==> src/hdl/ecdf_consts.vh <==
// Register offsets, field positions and timing constants for the timer block
`ifndef ECDF_CONSTS_VH
`define ECDF_CONSTS_VH
`define ECDF_OFF_CTRL0 12'h000
`define ECDF_OFF_VAL0 12'h004
`define ECDF_OFF_CNT0 12'h008
`define ECDF_OFF_STAT0 12'h00c
`define ECDF_OFF_CTRL1 12'h010
`define ECDF_OFF_VAL1 12'h014
`define ECDF_OFF_CNT1 12'h018
`define ECDF_OFF_STAT1 12'h01c
`define ECDF_CTRL_MODE_LSB 0
`define ECDF_CTRL_INV_BIT 2
`define ECDF_CTRL_INIT_BIT 3
`define ECDF_CTRL_SEL_LSB 4
`define ECDF_CTRL_CLK_LSB 8
`define ECDF_CTRL_RST 32'h00000000
`define ECDF_MODE_OFF 2'h0
`define ECDF_MODE_TOTAL 2'h1
`define ECDF_MODE_DIVIDE 2'h2
`define ECDF_MODE_FREQ 2'h3
`define ECDF_PERIOD_UNIT_NS 4000
`define ECDF_BASE_MHZ 10
`define ECDF_CLK_MHZ 50
`endif

==> src/hdl/ecdf_unit.v <==
// One timer/counter: edge total, edge divider and frequency modes
//
// The address map and register access over APB were chosen for this implementation.
`timescale 1ns/1ns
`default_nettype none
`include "ecdf_consts.vh"
module ecdf_unit #(
    parameter CW = 16
) (
    input wire pclk,
    input wire presetn,
    input wire [1:0] mode,
    input wire inv,
    input wire init_lvl,
    input wire [3:0] clk_sel,
    input wire cnt_edge,
    input wire val_wr,
    input wire [CW-1:0] val_wdata,
    input wire cnt_rd,
    output reg [CW-1:0] cnt_rdata,
    output wire running,
    output wire out_lvl
);
    localparam integer BASE_DIV_I = (`ECDF_CLK_MHZ * `ECDF_PERIOD_UNIT_NS) / (`ECDF_BASE_MHZ * 1000 * 2);
    localparam [15:0] BASE_DIV = BASE_DIV_I[15:0];
    reg [CW-1:0] div_q;
    reg [CW-1:0] pend_q;
    reg pend_v_q;
    reg run_q;
    reg out_q;
    reg [CW-1:0] ecnt_q;
    reg [15:0] pre_q;
    reg [15:0] tick_q;
    reg [CW:0] hcnt_q;
    reg wrote_q;
    wire [CW:0] half_len;
    wire tick;
    wire [15:0] tick_mask;
    assign tick_mask = (16'h0001 << clk_sel) - 16'h0001;
    assign tick = (pre_q == BASE_DIV - 16'h0001) && ((tick_q & tick_mask) == tick_mask);
    // Period (value+k) units, k=1 for select 0; half of that per level
    assign half_len = {1'b0, div_q} + ((clk_sel == 4'h0) ? {{CW{1'b0}}, 1'b1} : {(CW+1){1'b0}});
    assign running = run_q;
    assign out_lvl = out_q;
    always @(posedge pclk or negedge presetn)
    begin
        if (!presetn)
        begin
            cnt_rdata <= {CW{1'b0}};
            div_q <= {CW{1'b0}};
            pend_q <= {CW{1'b0}};
            pend_v_q <= 1'b0;
            run_q <= 1'b0;
            out_q <= 1'b0;
            ecnt_q <= {CW{1'b0}};
            pre_q <= 16'h0000;
            tick_q <= 16'h0000;
            hcnt_q <= {(CW+1){1'b0}};
            wrote_q <= 1'b0;
        end
        else
        begin
            if (pre_q == BASE_DIV - 16'h0001)
            begin
                pre_q <= 16'h0000;
                tick_q <= tick_q + 16'h0001;
            end
            else
            begin
                pre_q <= pre_q + 16'h0001;
            end
            // Edge total: live count read and cleared at one edge, edge in read cycle kept
            if (mode == `ECDF_MODE_TOTAL)
            begin
                if (cnt_rd)
                begin
                    cnt_rdata <= cnt_edge ? {{(CW-1){1'b0}}, 1'b1} : {CW{1'b0}};
                end
                else if (cnt_edge && cnt_rdata != {CW{1'b1}})
                begin
                    cnt_rdata <= cnt_rdata + {{(CW-1){1'b0}}, 1'b1};
                end
            end
            else if (mode == `ECDF_MODE_OFF)
            begin
                out_q <= init_lvl;
                run_q <= 1'b0;
            end
            if (mode == `ECDF_MODE_DIVIDE)
            begin
                if (val_wr && val_wdata == {CW{1'b0}})
                begin
                    run_q <= 1'b0;
                    out_q <= 1'b0;
                    pend_v_q <= 1'b0;
                end
                else if (val_wr && !run_q)
                begin
                    div_q <= val_wdata;
                    pend_v_q <= 1'b0;
                    run_q <= 1'b1;
                    ecnt_q <= {CW{1'b0}};
                    if (!wrote_q)
                    begin
                        out_q <= 1'b1;
                    end
                    wrote_q <= 1'b1;
                end
                else if (run_q)
                begin
                    if (val_wr)
                    begin
                        pend_q <= val_wdata;
                        pend_v_q <= 1'b1;
                    end
                    if (cnt_edge)
                    begin
                        if (ecnt_q + {{(CW-1){1'b0}}, 1'b1} >= div_q)
                        begin
                            out_q <= ~out_q;
                            ecnt_q <= {CW{1'b0}};
                            if (pend_v_q && !val_wr)
                            begin
                                div_q <= pend_q;
                                pend_v_q <= 1'b0;
                            end
                        end
                        else
                        begin
                            ecnt_q <= ecnt_q + {{(CW-1){1'b0}}, 1'b1};
                        end
                    end
                end
            end
            else if (mode == `ECDF_MODE_FREQ)
            begin
                if (val_wr && val_wdata == {CW{1'b0}})
                begin
                    run_q <= 1'b0;
                    out_q <= inv;
                    pend_v_q <= 1'b0;
                end
                else if (val_wr && !run_q)
                begin
                    div_q <= val_wdata;
                    pend_v_q <= 1'b0;
                    run_q <= 1'b1;
                    hcnt_q <= {(CW+1){1'b0}};
                    out_q <= ~inv;
                end
                else if (run_q)
                begin
                    if (val_wr)
                    begin
                        pend_q <= val_wdata;
                        pend_v_q <= 1'b1;
                    end
                    if (tick)
                    begin
                        if (hcnt_q + {{CW{1'b0}}, 1'b1} >= half_len)
                        begin
                            hcnt_q <= {(CW+1){1'b0}};
                            out_q <= ~out_q;
                            // End of cycle is the falling back to start level
                            if (out_q == inv && pend_v_q && !val_wr)
                            begin
                                div_q <= pend_q;
                                pend_v_q <= 1'b0;
                            end
                        end
                        else
                        begin
                            hcnt_q <= hcnt_q + {{CW{1'b0}}, 1'b1};
                        end
                    end
                end
                else
                begin
                    out_q <= inv;
                end
            end
        end
    end
endmodule
`default_nettype wire

==> src/hdl/ecdf_edge.v <==
// Input synchroniser and one-polarity edge detector
`timescale 1ns/1ns
`default_nettype none
module ecdf_edge (
    input wire pclk,
    input wire presetn,
    input wire din,
    input wire rise_sel,
    output wire edge_pulse
);
    reg s1_q;
    reg s2_q;
    reg s3_q;
    always @(posedge pclk or negedge presetn)
    begin
        if (!presetn)
        begin
            s1_q <= 1'b0;
            s2_q <= 1'b0;
            s3_q <= 1'b0;
        end
        else
        begin
            s1_q <= din;
            s2_q <= s1_q;
            s3_q <= s2_q;
        end
    end
    // One polarity only
    assign edge_pulse = rise_sel ? (s2_q & ~s3_q) : (~s2_q & s3_q);
endmodule
`default_nettype wire

==> src/hdl/ecdf_top.v <==
// APB top: two timer/counters, input routing and output lines
// Summary of operation
// - Edge total counts one chosen edge polarity, never both.
// - Edge total read returns 16-bit unsigned count since previous read.
// - Counter clears right after each edge total read, to one if an edge lands in the read cycle.
// - Falling edge counted by default, rising when invert is set.
// - Input lines four to seven; line four may use either counter.
// - Two counters: one multiplexed input, one fixed input.
// - Divider toggles output every n active edges, n from 1 upward.
// - Divisor zero forces output off and halts divider at once.
// - New divisor waits for next toggle unless divider was stopped.
// - Divider counts falling edges by default, rising when inverted.
// - After reset the first divisor write drives output high and starts.
// - Running divider: nonzero write updates divisor, output unchanged.
// - Divider output goes high on its first start, later keeps its level; initial level is loaded only in off mode.
// - Divider line zero uses mux counter, line one dedicated on four.
// - Period is (value+k) units times two to the clock select.
// - Wide select runs zero to fifteen over a fixed base clock.
// - Frequency mode gives continuous square wave of equal halves.
// - New frequency value applies at cycle end, or at once if stopped.
// - Frequency value zero disables the output immediately.
// - Disabled frequency output rests at zero, or one when inverted.
// - Frequency output on line zero for mux, line one for dedicated.
// - Clock select zero is fastest, fifteen slowest, default zero.
`timescale 1ns/1ns
`default_nettype none
`include "ecdf_consts.vh"
module ecdf_top #(
    parameter CW = 16
) (
    input wire pclk,
    input wire presetn,
    input wire psel,
    input wire penable,
    input wire pwrite,
    input wire [11:0] paddr,
    input wire [31:0] pwdata,
    output reg [31:0] prdata,
    output wire pready,
    output wire pslverr,
    input wire [3:0] io_in_hi,
    output wire io_out0,
    output wire io_out1
);
    reg [31:0] ctrl0_q;
    reg [31:0] ctrl1_q;
    reg [CW-1:0] val0_q;
    reg [CW-1:0] val1_q;
    wire acc;
    wire wr;
    wire rd;
    wire [1:0] m0;
    wire [1:0] m1;
    wire [1:0] sel0;
    wire in0;
    wire e0;
    wire e1;
    wire [CW-1:0] cnt0;
    wire [CW-1:0] cnt1;
    wire run0;
    wire run1;
    wire hit;
    wire rd_cnt0;
    wire rd_cnt1;
    assign acc = psel & penable;
    assign wr = acc & pwrite;
    assign rd = acc & ~pwrite;
    assign pready = 1'b1;
    assign hit = (paddr[11:5] == 7'h00) && (paddr[1:0] == 2'h0);
    assign pslverr = acc & ~hit;
    assign m0 = ctrl0_q[`ECDF_CTRL_MODE_LSB+1:`ECDF_CTRL_MODE_LSB];
    assign m1 = ctrl1_q[`ECDF_CTRL_MODE_LSB+1:`ECDF_CTRL_MODE_LSB];
    assign sel0 = ctrl0_q[`ECDF_CTRL_SEL_LSB+1:`ECDF_CTRL_SEL_LSB];
    // Mux counter picks line 4..7, dedicated fixed on line 4
    assign in0 = io_in_hi[sel0];
    assign rd_cnt0 = rd && paddr == `ECDF_OFF_CNT0;
    assign rd_cnt1 = rd && paddr == `ECDF_OFF_CNT1;
    ecdf_edge u_edge0 (
        .pclk(pclk),
        .presetn(presetn),
        .din(in0),
        .rise_sel(ctrl0_q[`ECDF_CTRL_INV_BIT]),
        .edge_pulse(e0)
    );
    ecdf_edge u_edge1 (
        .pclk(pclk),
        .presetn(presetn),
        .din(io_in_hi[0]),
        .rise_sel(ctrl1_q[`ECDF_CTRL_INV_BIT]),
        .edge_pulse(e1)
    );
    ecdf_unit #(.CW(CW)) u_mux (
        .pclk(pclk),
        .presetn(presetn),
        .mode(m0),
        .inv(ctrl0_q[`ECDF_CTRL_INV_BIT]),
        .init_lvl(ctrl0_q[`ECDF_CTRL_INIT_BIT]),
        .clk_sel(ctrl0_q[`ECDF_CTRL_CLK_LSB+3:`ECDF_CTRL_CLK_LSB]),
        .cnt_edge(e0),
        .val_wr(wr && paddr == `ECDF_OFF_VAL0),
        .val_wdata(pwdata[CW-1:0]),
        .cnt_rd(rd_cnt0),
        .cnt_rdata(cnt0),
        .running(run0),
        .out_lvl(io_out0)
    );
    ecdf_unit #(.CW(CW)) u_ded (
        .pclk(pclk),
        .presetn(presetn),
        .mode(m1),
        .inv(ctrl1_q[`ECDF_CTRL_INV_BIT]),
        .init_lvl(ctrl1_q[`ECDF_CTRL_INIT_BIT]),
        .clk_sel(ctrl1_q[`ECDF_CTRL_CLK_LSB+3:`ECDF_CTRL_CLK_LSB]),
        .cnt_edge(e1),
        .val_wr(wr && paddr == `ECDF_OFF_VAL1),
        .val_wdata(pwdata[CW-1:0]),
        .cnt_rd(rd_cnt1),
        .cnt_rdata(cnt1),
        .running(run1),
        .out_lvl(io_out1)
    );
    always @(posedge pclk or negedge presetn)
    begin
        if (!presetn)
        begin
            ctrl0_q <= `ECDF_CTRL_RST;
            ctrl1_q <= `ECDF_CTRL_RST;
            val0_q <= {CW{1'b0}};
            val1_q <= {CW{1'b0}};
        end
        else if (wr)
        begin
            if (paddr == `ECDF_OFF_CTRL0)
            begin
                ctrl0_q <= {20'h00000, pwdata[11:8], 2'h0, pwdata[5:0]};
            end
            if (paddr == `ECDF_OFF_CTRL1)
            begin
                ctrl1_q <= {20'h00000, pwdata[11:8], 4'h0, pwdata[3:0]};
            end
            if (paddr == `ECDF_OFF_VAL0)
            begin
                val0_q <= pwdata[CW-1:0];
            end
            if (paddr == `ECDF_OFF_VAL1)
            begin
                val1_q <= pwdata[CW-1:0];
            end
        end
    end
    // Count registers show the live count; the read edge clears it
    always @*
    begin
        prdata = 32'h00000000;
        if (rd)
        begin
            case (paddr)
                `ECDF_OFF_CTRL0: prdata = ctrl0_q;
                `ECDF_OFF_CTRL1: prdata = ctrl1_q;
                `ECDF_OFF_VAL0: prdata = {{(32-CW){1'b0}}, val0_q};
                `ECDF_OFF_VAL1: prdata = {{(32-CW){1'b0}}, val1_q};
                `ECDF_OFF_CNT0: prdata = {{(32-CW){1'b0}}, cnt0};
                `ECDF_OFF_CNT1: prdata = {{(32-CW){1'b0}}, cnt1};
                `ECDF_OFF_STAT0: prdata = {30'h00000000, io_out0, run0};
                `ECDF_OFF_STAT1: prdata = {30'h00000000, io_out1, run1};
                default: prdata = 32'h00000000;
            endcase
        end
    end
endmodule
`default_nettype wire

==> config.mk <==
export PLATFORM = sky130hd
export DESIGN_NAME = ecdf_top
export DESIGN_NICKNAME = d
export VERILOG_FILES = /design/src/hdl/ecdf_unit.v /design/src/hdl/ecdf_edge.v /design/src/hdl/ecdf_top.v
export VERILOG_INCLUDE_DIRS = /design/src /design/src/hdl
export SDC_FILE = /design/constraint.sdc
export NUM_CORES = 1
export LEC_CHECK = 0
export BUFFER_PORTS_ARGS = -buffer_cell sky130_fd_sc_hd__buf_4
export CORE_MARGIN = 2
export CORE_UTILIZATION = 62
export CTS_BUF_LIST = sky130_fd_sc_hd__clkbuf_16
export CTS_CLUSTER_DIAMETER = 120
export DETAILED_ROUTE_END_ITERATION = 8
export PLACE_DENSITY = 0.81
export SLEW_MARGIN = 20
export SYNTH_ARGS = -nofsm -noshare
export SYNTH_HDL_FRONTEND = slang
export SYNTH_SLANG_ARGS = --single-unit
export TNS_END_PERCENT = 100
==> constraint.sdc <==
create_clock -name pclk -period 5.13 [get_ports pclk]
set_input_delay 1.026 -clock pclk [delete_from_list [all_inputs] [get_ports pclk]]
set_output_delay 1.026 -clock pclk [all_outputs]
set_load 0.02 [all_outputs]
; ---- Yosys cells after proc, flatten, opt, wreduce, memory -nomap -nowiden
; Index checks and enable logic that the tools add are counted.
[totals]
reg_bits = 290
output_inout_bits = 36
[classes]
addsub = 14
n_lt_le_gt_ge = 5
n_eq_ne = 27
shift = 2
n_mux = 144
n_bitwise = 24
n_reduce_logical = 65
[ops]
columns = operator, count
row1 = $mux W16, 55
row2 = $mux W17, 8
row3 = $add A16 B1 Y16 const B, 8
row4 = $pmux W16 S8, 1
row5 = $mux W1, 79
row6 = $eq A12 B5 Y1 const B, 4
row7 = $add A16 B17 Y17, 2
row8 = $add A17 B1 Y17 const B, 2
row9 = $ge A17 B17 Y1, 2
row10 = $and A16 B16 Y16, 2
row11 = $eq A16 B16 Y1, 2
row12 = $eq A16 B4 Y1 const B, 2
row13 = $ge A16 B16 Y1, 2
row14 = $ne A16 B16 Y1 const B, 2
row15 = $shl A1 B4 Y16 const A, 2
row16 = $sub A16 B1 Y16 const B, 2
row17 = $eq A12 B4 Y1 const B, 2
row18 = $reduce_bool A3 Y1, 8
row19 = $reduce_bool A2 Y1, 10
row20 = $logic_and A1 B1 Y1, 19
row21 = $reduce_and A9 Y1, 2
row22 = $logic_not A16 Y1, 1
row23 = $reduce_and A2 Y1, 8
row24 = $not A1 Y1, 14
row25 = 17 further kinds, 42

; ---- Depth between registers and ports, before layout
[logic_depth]
word_depth = 13
mapped_depth = 19
depth_no_buf = 16

; ---- Cells and area by module
; A second synthesis with hierarchy kept.
[hier_totals]
hier_cells = 1746
hier_area_um2 = 17464.2
[by_module_without_submodules]
columns = mod, instances, cells_each, area_each_um2
row1 = ecdf_unit (u_ded), 1, 753, 7236.9
row2 = ecdf_unit (u_mux), 1, 729, 6995.5
row3 = ecdf_top, 1, 252, 3036.7
row4 = ecdf_edge, 2, 6, 97.6

; ---- Least setup slack after synthesis
; No wires, ideal clock.
[synth_path]
path_type = register -> register
start = register ctrl0_q[10]
end = register u_mux.div_q[0]
setup_time_ns = 0.125
t_arrival_ns = 4.074
required_time_ns = 5.005
setup_slack_ns = 0.931
stages_incl_launch_ff = 15
cell_sequence = dfrtp_1 buf_6 or2_1 nor3_1 ha_1 ha_1 nand3_1 or4_1 ha_1 and4_1 a221oi_2 a2111oi_2 and3_4 o31ai_4 mux2_4
[synth_between]
elab_chain_len = 7
elab_cells_between_ends = 12
cone_classes = add/sub: 2 / order compare: 1 / eq/ne: 1 / shift: 1 / mux: 1 / bitwise: 1 / reduce/logical: 5
[synth_lines]
columns = element, line
row1 = "start, declared", ecdf_top.v:45  ; reg [31:0] ctrl0_q;
row2 = "start signal, assigned", ecdf_top.v:126  ; ctrl0_q <= `ECDF_CTRL_RST;
row3 = "start signal, assigned", ecdf_top.v:135  ; ctrl0_q <= {20'h00000, pwdata[11:8], 2'h0, pwdata[5:0]};
row4 = branches (longest 6 deep; another with $add A16 B17 Y17), --
row5 = $reduce_and A9 Y1 (no line) (*), --
row6 = "end signal, assigned", ecdf_unit.v:50  ; div_q <= {CW{1'b0}};
row7 = "end signal, assigned", ecdf_unit.v:99  ; div_q <= val_wdata;
row8 = "end signal, assigned", ecdf_unit.v:124  ; div_q <= pend_q;
row9 = "end, declared", ecdf_unit.v:26  ; reg [CW-1:0] div_q;
; Every way passes the cells marked *.
; A chain may end at the register's enable or synchronous reset.

; ---- Worst setup path after layout
[layout_path]
start = register ctrl0_q[10]
end = register u_mux.div_q[12]
; Same word-level chain as after synthesis.

==> impl_results.md <==
- Status: finished clean
- Post-Layout Cell Count: 2,229
- CTS Buf Count: 31
- Vias in the first global route: 13,500
- Placed cells: 2,170
- Layout area overhead: 9.328%
- Sequential share of power: 48.9%
- LEAKAGE: 9.328 nW
- FP Rows: 61
- All-Layer GR Usage: 28.91%
- Insertion delay to the later sink of the worst-skew pair: 580 ps
- F_max: 0.2146 GHz
- FF+latch count, synth: 288
- Max Cap Viol: 0
- Die area: 29,640 µm²
- Final nets: 1,962
- Setup total negative slack: 0 ps
- Pins over their slew limit: 0
- Die height: 172.2 µm
- Detail Placement HPWL: 30.26 mm
- RSZ-0062 raised after global routing: false
- Initial antenna violation count: 1
- Synth Instances: 1,792
- Setup Skew: 24.99 ps
- WP data required: 5600 ps
- Hold Violations, Final: 0
- CP max FO: 15
- Antenna viol nets, final: 0
- Port buffer count: 55
- Placer Congestion: 0.9388
- Die W: 172.2 µm
- Sequential fraction of the synthesis area: 41.11%
- Root buf cell: clkbuf_16
- Number of H-tree levels: 1
- Switching power total: 1.051 mW
- Peak VDD IR: 0.2367 mV
- Critical Path End Type: flop
- Detailed Route Iter0 Violations: 1,234
- Switch share: 22.58%
- # DRC: 0
- Mapped Area: 17,530 µm²
- DR WL/cell: 18.94 µm
- Crit path kind: flop to flop
- P_int: 3.605 mW
- Final cycle utilization of the critical path: 90.82%
- Relative slew margins: 35.95%
- Global-route wire length before repair: 68.23 mm
- DR pass1 iterations: 6
- Post-Route WL: 42.23 mm
- Number of synthesized flops with an enable pin: 0
- Worst min path class: flop to flop
- Crit path time final: 4659 ps
- Largest net degree at the start of global routing: 101
- Clk pwr share: 48.2%
- PwrDens: 242.9 nW/µm²
- Final number of setup-violating endpoints: 0
- Post-CTS setup buffers: 0
- Post-CTS sizing: 0
- # IOs: 89
- Logic gate share of total power: 2.9%
- Startpoint types: flop
- Slew @ Worst Pin: 957.2 ps
- Grt total ovfl: 0
- Top_reg_cell synth: dfrtp_1
- Cts-stage hold buffer count: 0
- Drt via density: 6.218
- Share of cells above drive strength 1: 12.76%
- CTS sink count: 288
- Initial core utilization: 63.10%
- Yosys cell types: 100
- Synth Warn #: 0
- Via count: 13,860
- Clk buf depth: 3
- Ys async rst share: 100.0%
- WP data arrival: 5130 ps
- Core region area: 27,780 µm²
- CTS tree: yes
- Clock Pin Slew Worst Setup and Hold Paths: 60 ps
- Layout filler cell count: 2,124
- Syn Area/Cell: 9.783 µm²
-- layout by cell type (no fill, tap or decap), types with 29 or more instances in the layout --
| master | instances |
|---|---|
| nand2_1 | 173 |
| nand4_1 | 36 |
| nor3_1 | 29 |
| inv_1 | 60 |
| xnor2_1 | 104 |
| ha_1 | 84 |
| buf_4 | 79 |
| mux2i_1 | 78 |
| o21ai_0 | 70 |
| mux2_2 | 59 |
| clkbuf_16 | 31 |
| nand3_1 | 90 |
| xor2_1 | 57 |
| and3_1 | 41 |
| nor2_1 | 126 |
| dfrtp_1 | 288 |
| a21oi_1 | 58 |
-- power groups by stage --
| stage | Combinational (mW) | Sequential (mW) | Clock [mW] |
|---|---|---|---|
| 4_1_cts | 0.138 | 2.28 | 2.27 |
| 5_1_grt | 0.151 | 2.28 | 2.36 |
| 2_1_floorplan | 0.0491 | 2.32 | 0 |
| 3_5_place_dp | 0.137 | 2.32 | 0 |
| 3_3_place_gp | 0.136 | 2.32 | 0 |
| 6_report | 0.137 | 2.28 | 2.24 |
-- worst max-delay path, cell delays in order, from the launching register on --
cell and delay (ps):
dfrtp_1 490, or2_1 320, nor3_1 140, buf_4 160, ha_1 210, ha_1 270, nand3_1 140, nor2_1 240
nand3_1 150, xnor2_1 200, ha_1 270, a21o_1 170, a21o_1 190, a221oi_2 390, a2111oi_2 160, and3_4 220
o31ai_4 220, buf_4 330, mux2i_1 260
-- layout make-up --
class | instances | area [µm²] | share of cell area (%)
Inverter | 58 | 217.7 | 1.136
Multi-Input combinational cell | 1365 | 9623 | 50.21
Clock inverter | 27 | 239.0 | 1.247
Sequential cell | 288 | 7207 | 37.60
Tap cell | 378 | 473.0 | 2.468
Timing Repair Buffer | 81 | 628.1 | 3.277
Antenna cell | 1 | 2.502 | 0.01306
Clock buffer | 31 | 775.7 | 4.048
-- layer usage --
| layer | global-route usage, % | part of all wire, % | vias up |
|---|---|---|---|
| met4 | 9.499 | 3.0 | 0 |
| met1 | 39.57 | 43 | 6845 |
| li1 | - | - | 6468 |
| met2 | 47.41 | 47 | 454 |
| met5 | 0 | 0 | - |
| met3 | 4.463 | 6.5 | 94 |
-- synthesized netlist by cell type (33+ instances only) --
library cell    n  area, µm²
nand2_1       173      649.4
dfrtp_1       288       7207
a21oi_1        58      290.3
mux2_2         59      664.4
nand3_1        90      450.4
ha_1           84       1051
xnor2_1       104      910.9
clkbuf_1       33      123.9
mux2i_1        78      780.8
inv_1          56      210.2
xor2_1         57      499.2
nand4_1        36      225.2
nor2_1        126      473.0
and3_1         41      256.5
o21ai_0        70      350.3
-- through the flow --
step                      utilization, %  total power [mW]  cell area [µm²]  setup WS, ps  hold WS, ps
after detailed placement           65.33             2.456            18150         576.4        338.1
after global routing               68.99             4.789            19170         220.8        360.0
after floorplan                        -             2.367            17590         931.1        331.2
after CTS                          68.98             4.682            19160         473.3        351.2
after global placement             65.33             2.454            18150         715.7        333.1
final                              68.99             4.656            19170         471.0        348.9
-- flip-flops by register name, indices dropped and copies added, names as in the netlist, 8 cells and up --
signal and flops:
ctrl0_q 10, u_mux.pend_q 16, u_mux.div_q 16, val0_q 16
u_mux.cnt_rdata 16, u_ded.pre_q 16, u_mux.ecnt_q 16, u_mux.hcnt_q 17
u_mux.tick_q 15, u_ded.ecnt_q 16, u_ded.pend_q 16, u_ded.cnt_rdata 16
val1_q 16, ctrl1_q 8, u_mux.pre_q 16, u_ded.tick_q 15
u_ded.hcnt_q 17, u_ded.div_q 16
-- cells by family (layout without fill, tap and decap cells) --
logic type,count (synthesis),count (layout),share of synthesized area [%]
and+or+nand+nor,643,643,19.19
AOI/OAI and AO/OA,311,311,12.20
DFF,288,288,41.11
xor gates and xnor gates,161,161,8.044
buffers and inverters,154,197,4.318
muxes,149,149,9.100
adders and majority gates,84,84,5.995
other,2,18,0.04284
-- path summary, 6_finish.rpt --
check                              from               end  slack, ps  cells past startpoint
max                         ctrl0_q[10]   u_mux.div_q[12]        470                     18
min reg2reg                u_edge1.s1_q      u_edge1.s2_q        350                      0
max reg2reg                 ctrl0_q[10]   u_mux.div_q[12]        470                     18
min in group asynchronous       presetn  u_mux.hcnt_q[13]        500                      1
min                        u_edge1.s1_q      u_edge1.s2_q        350                      0
max in group asynchronous       presetn   u_ded.div_q[12]       3580                      2
Note: power is estimated with default switching activity, not from simulation.
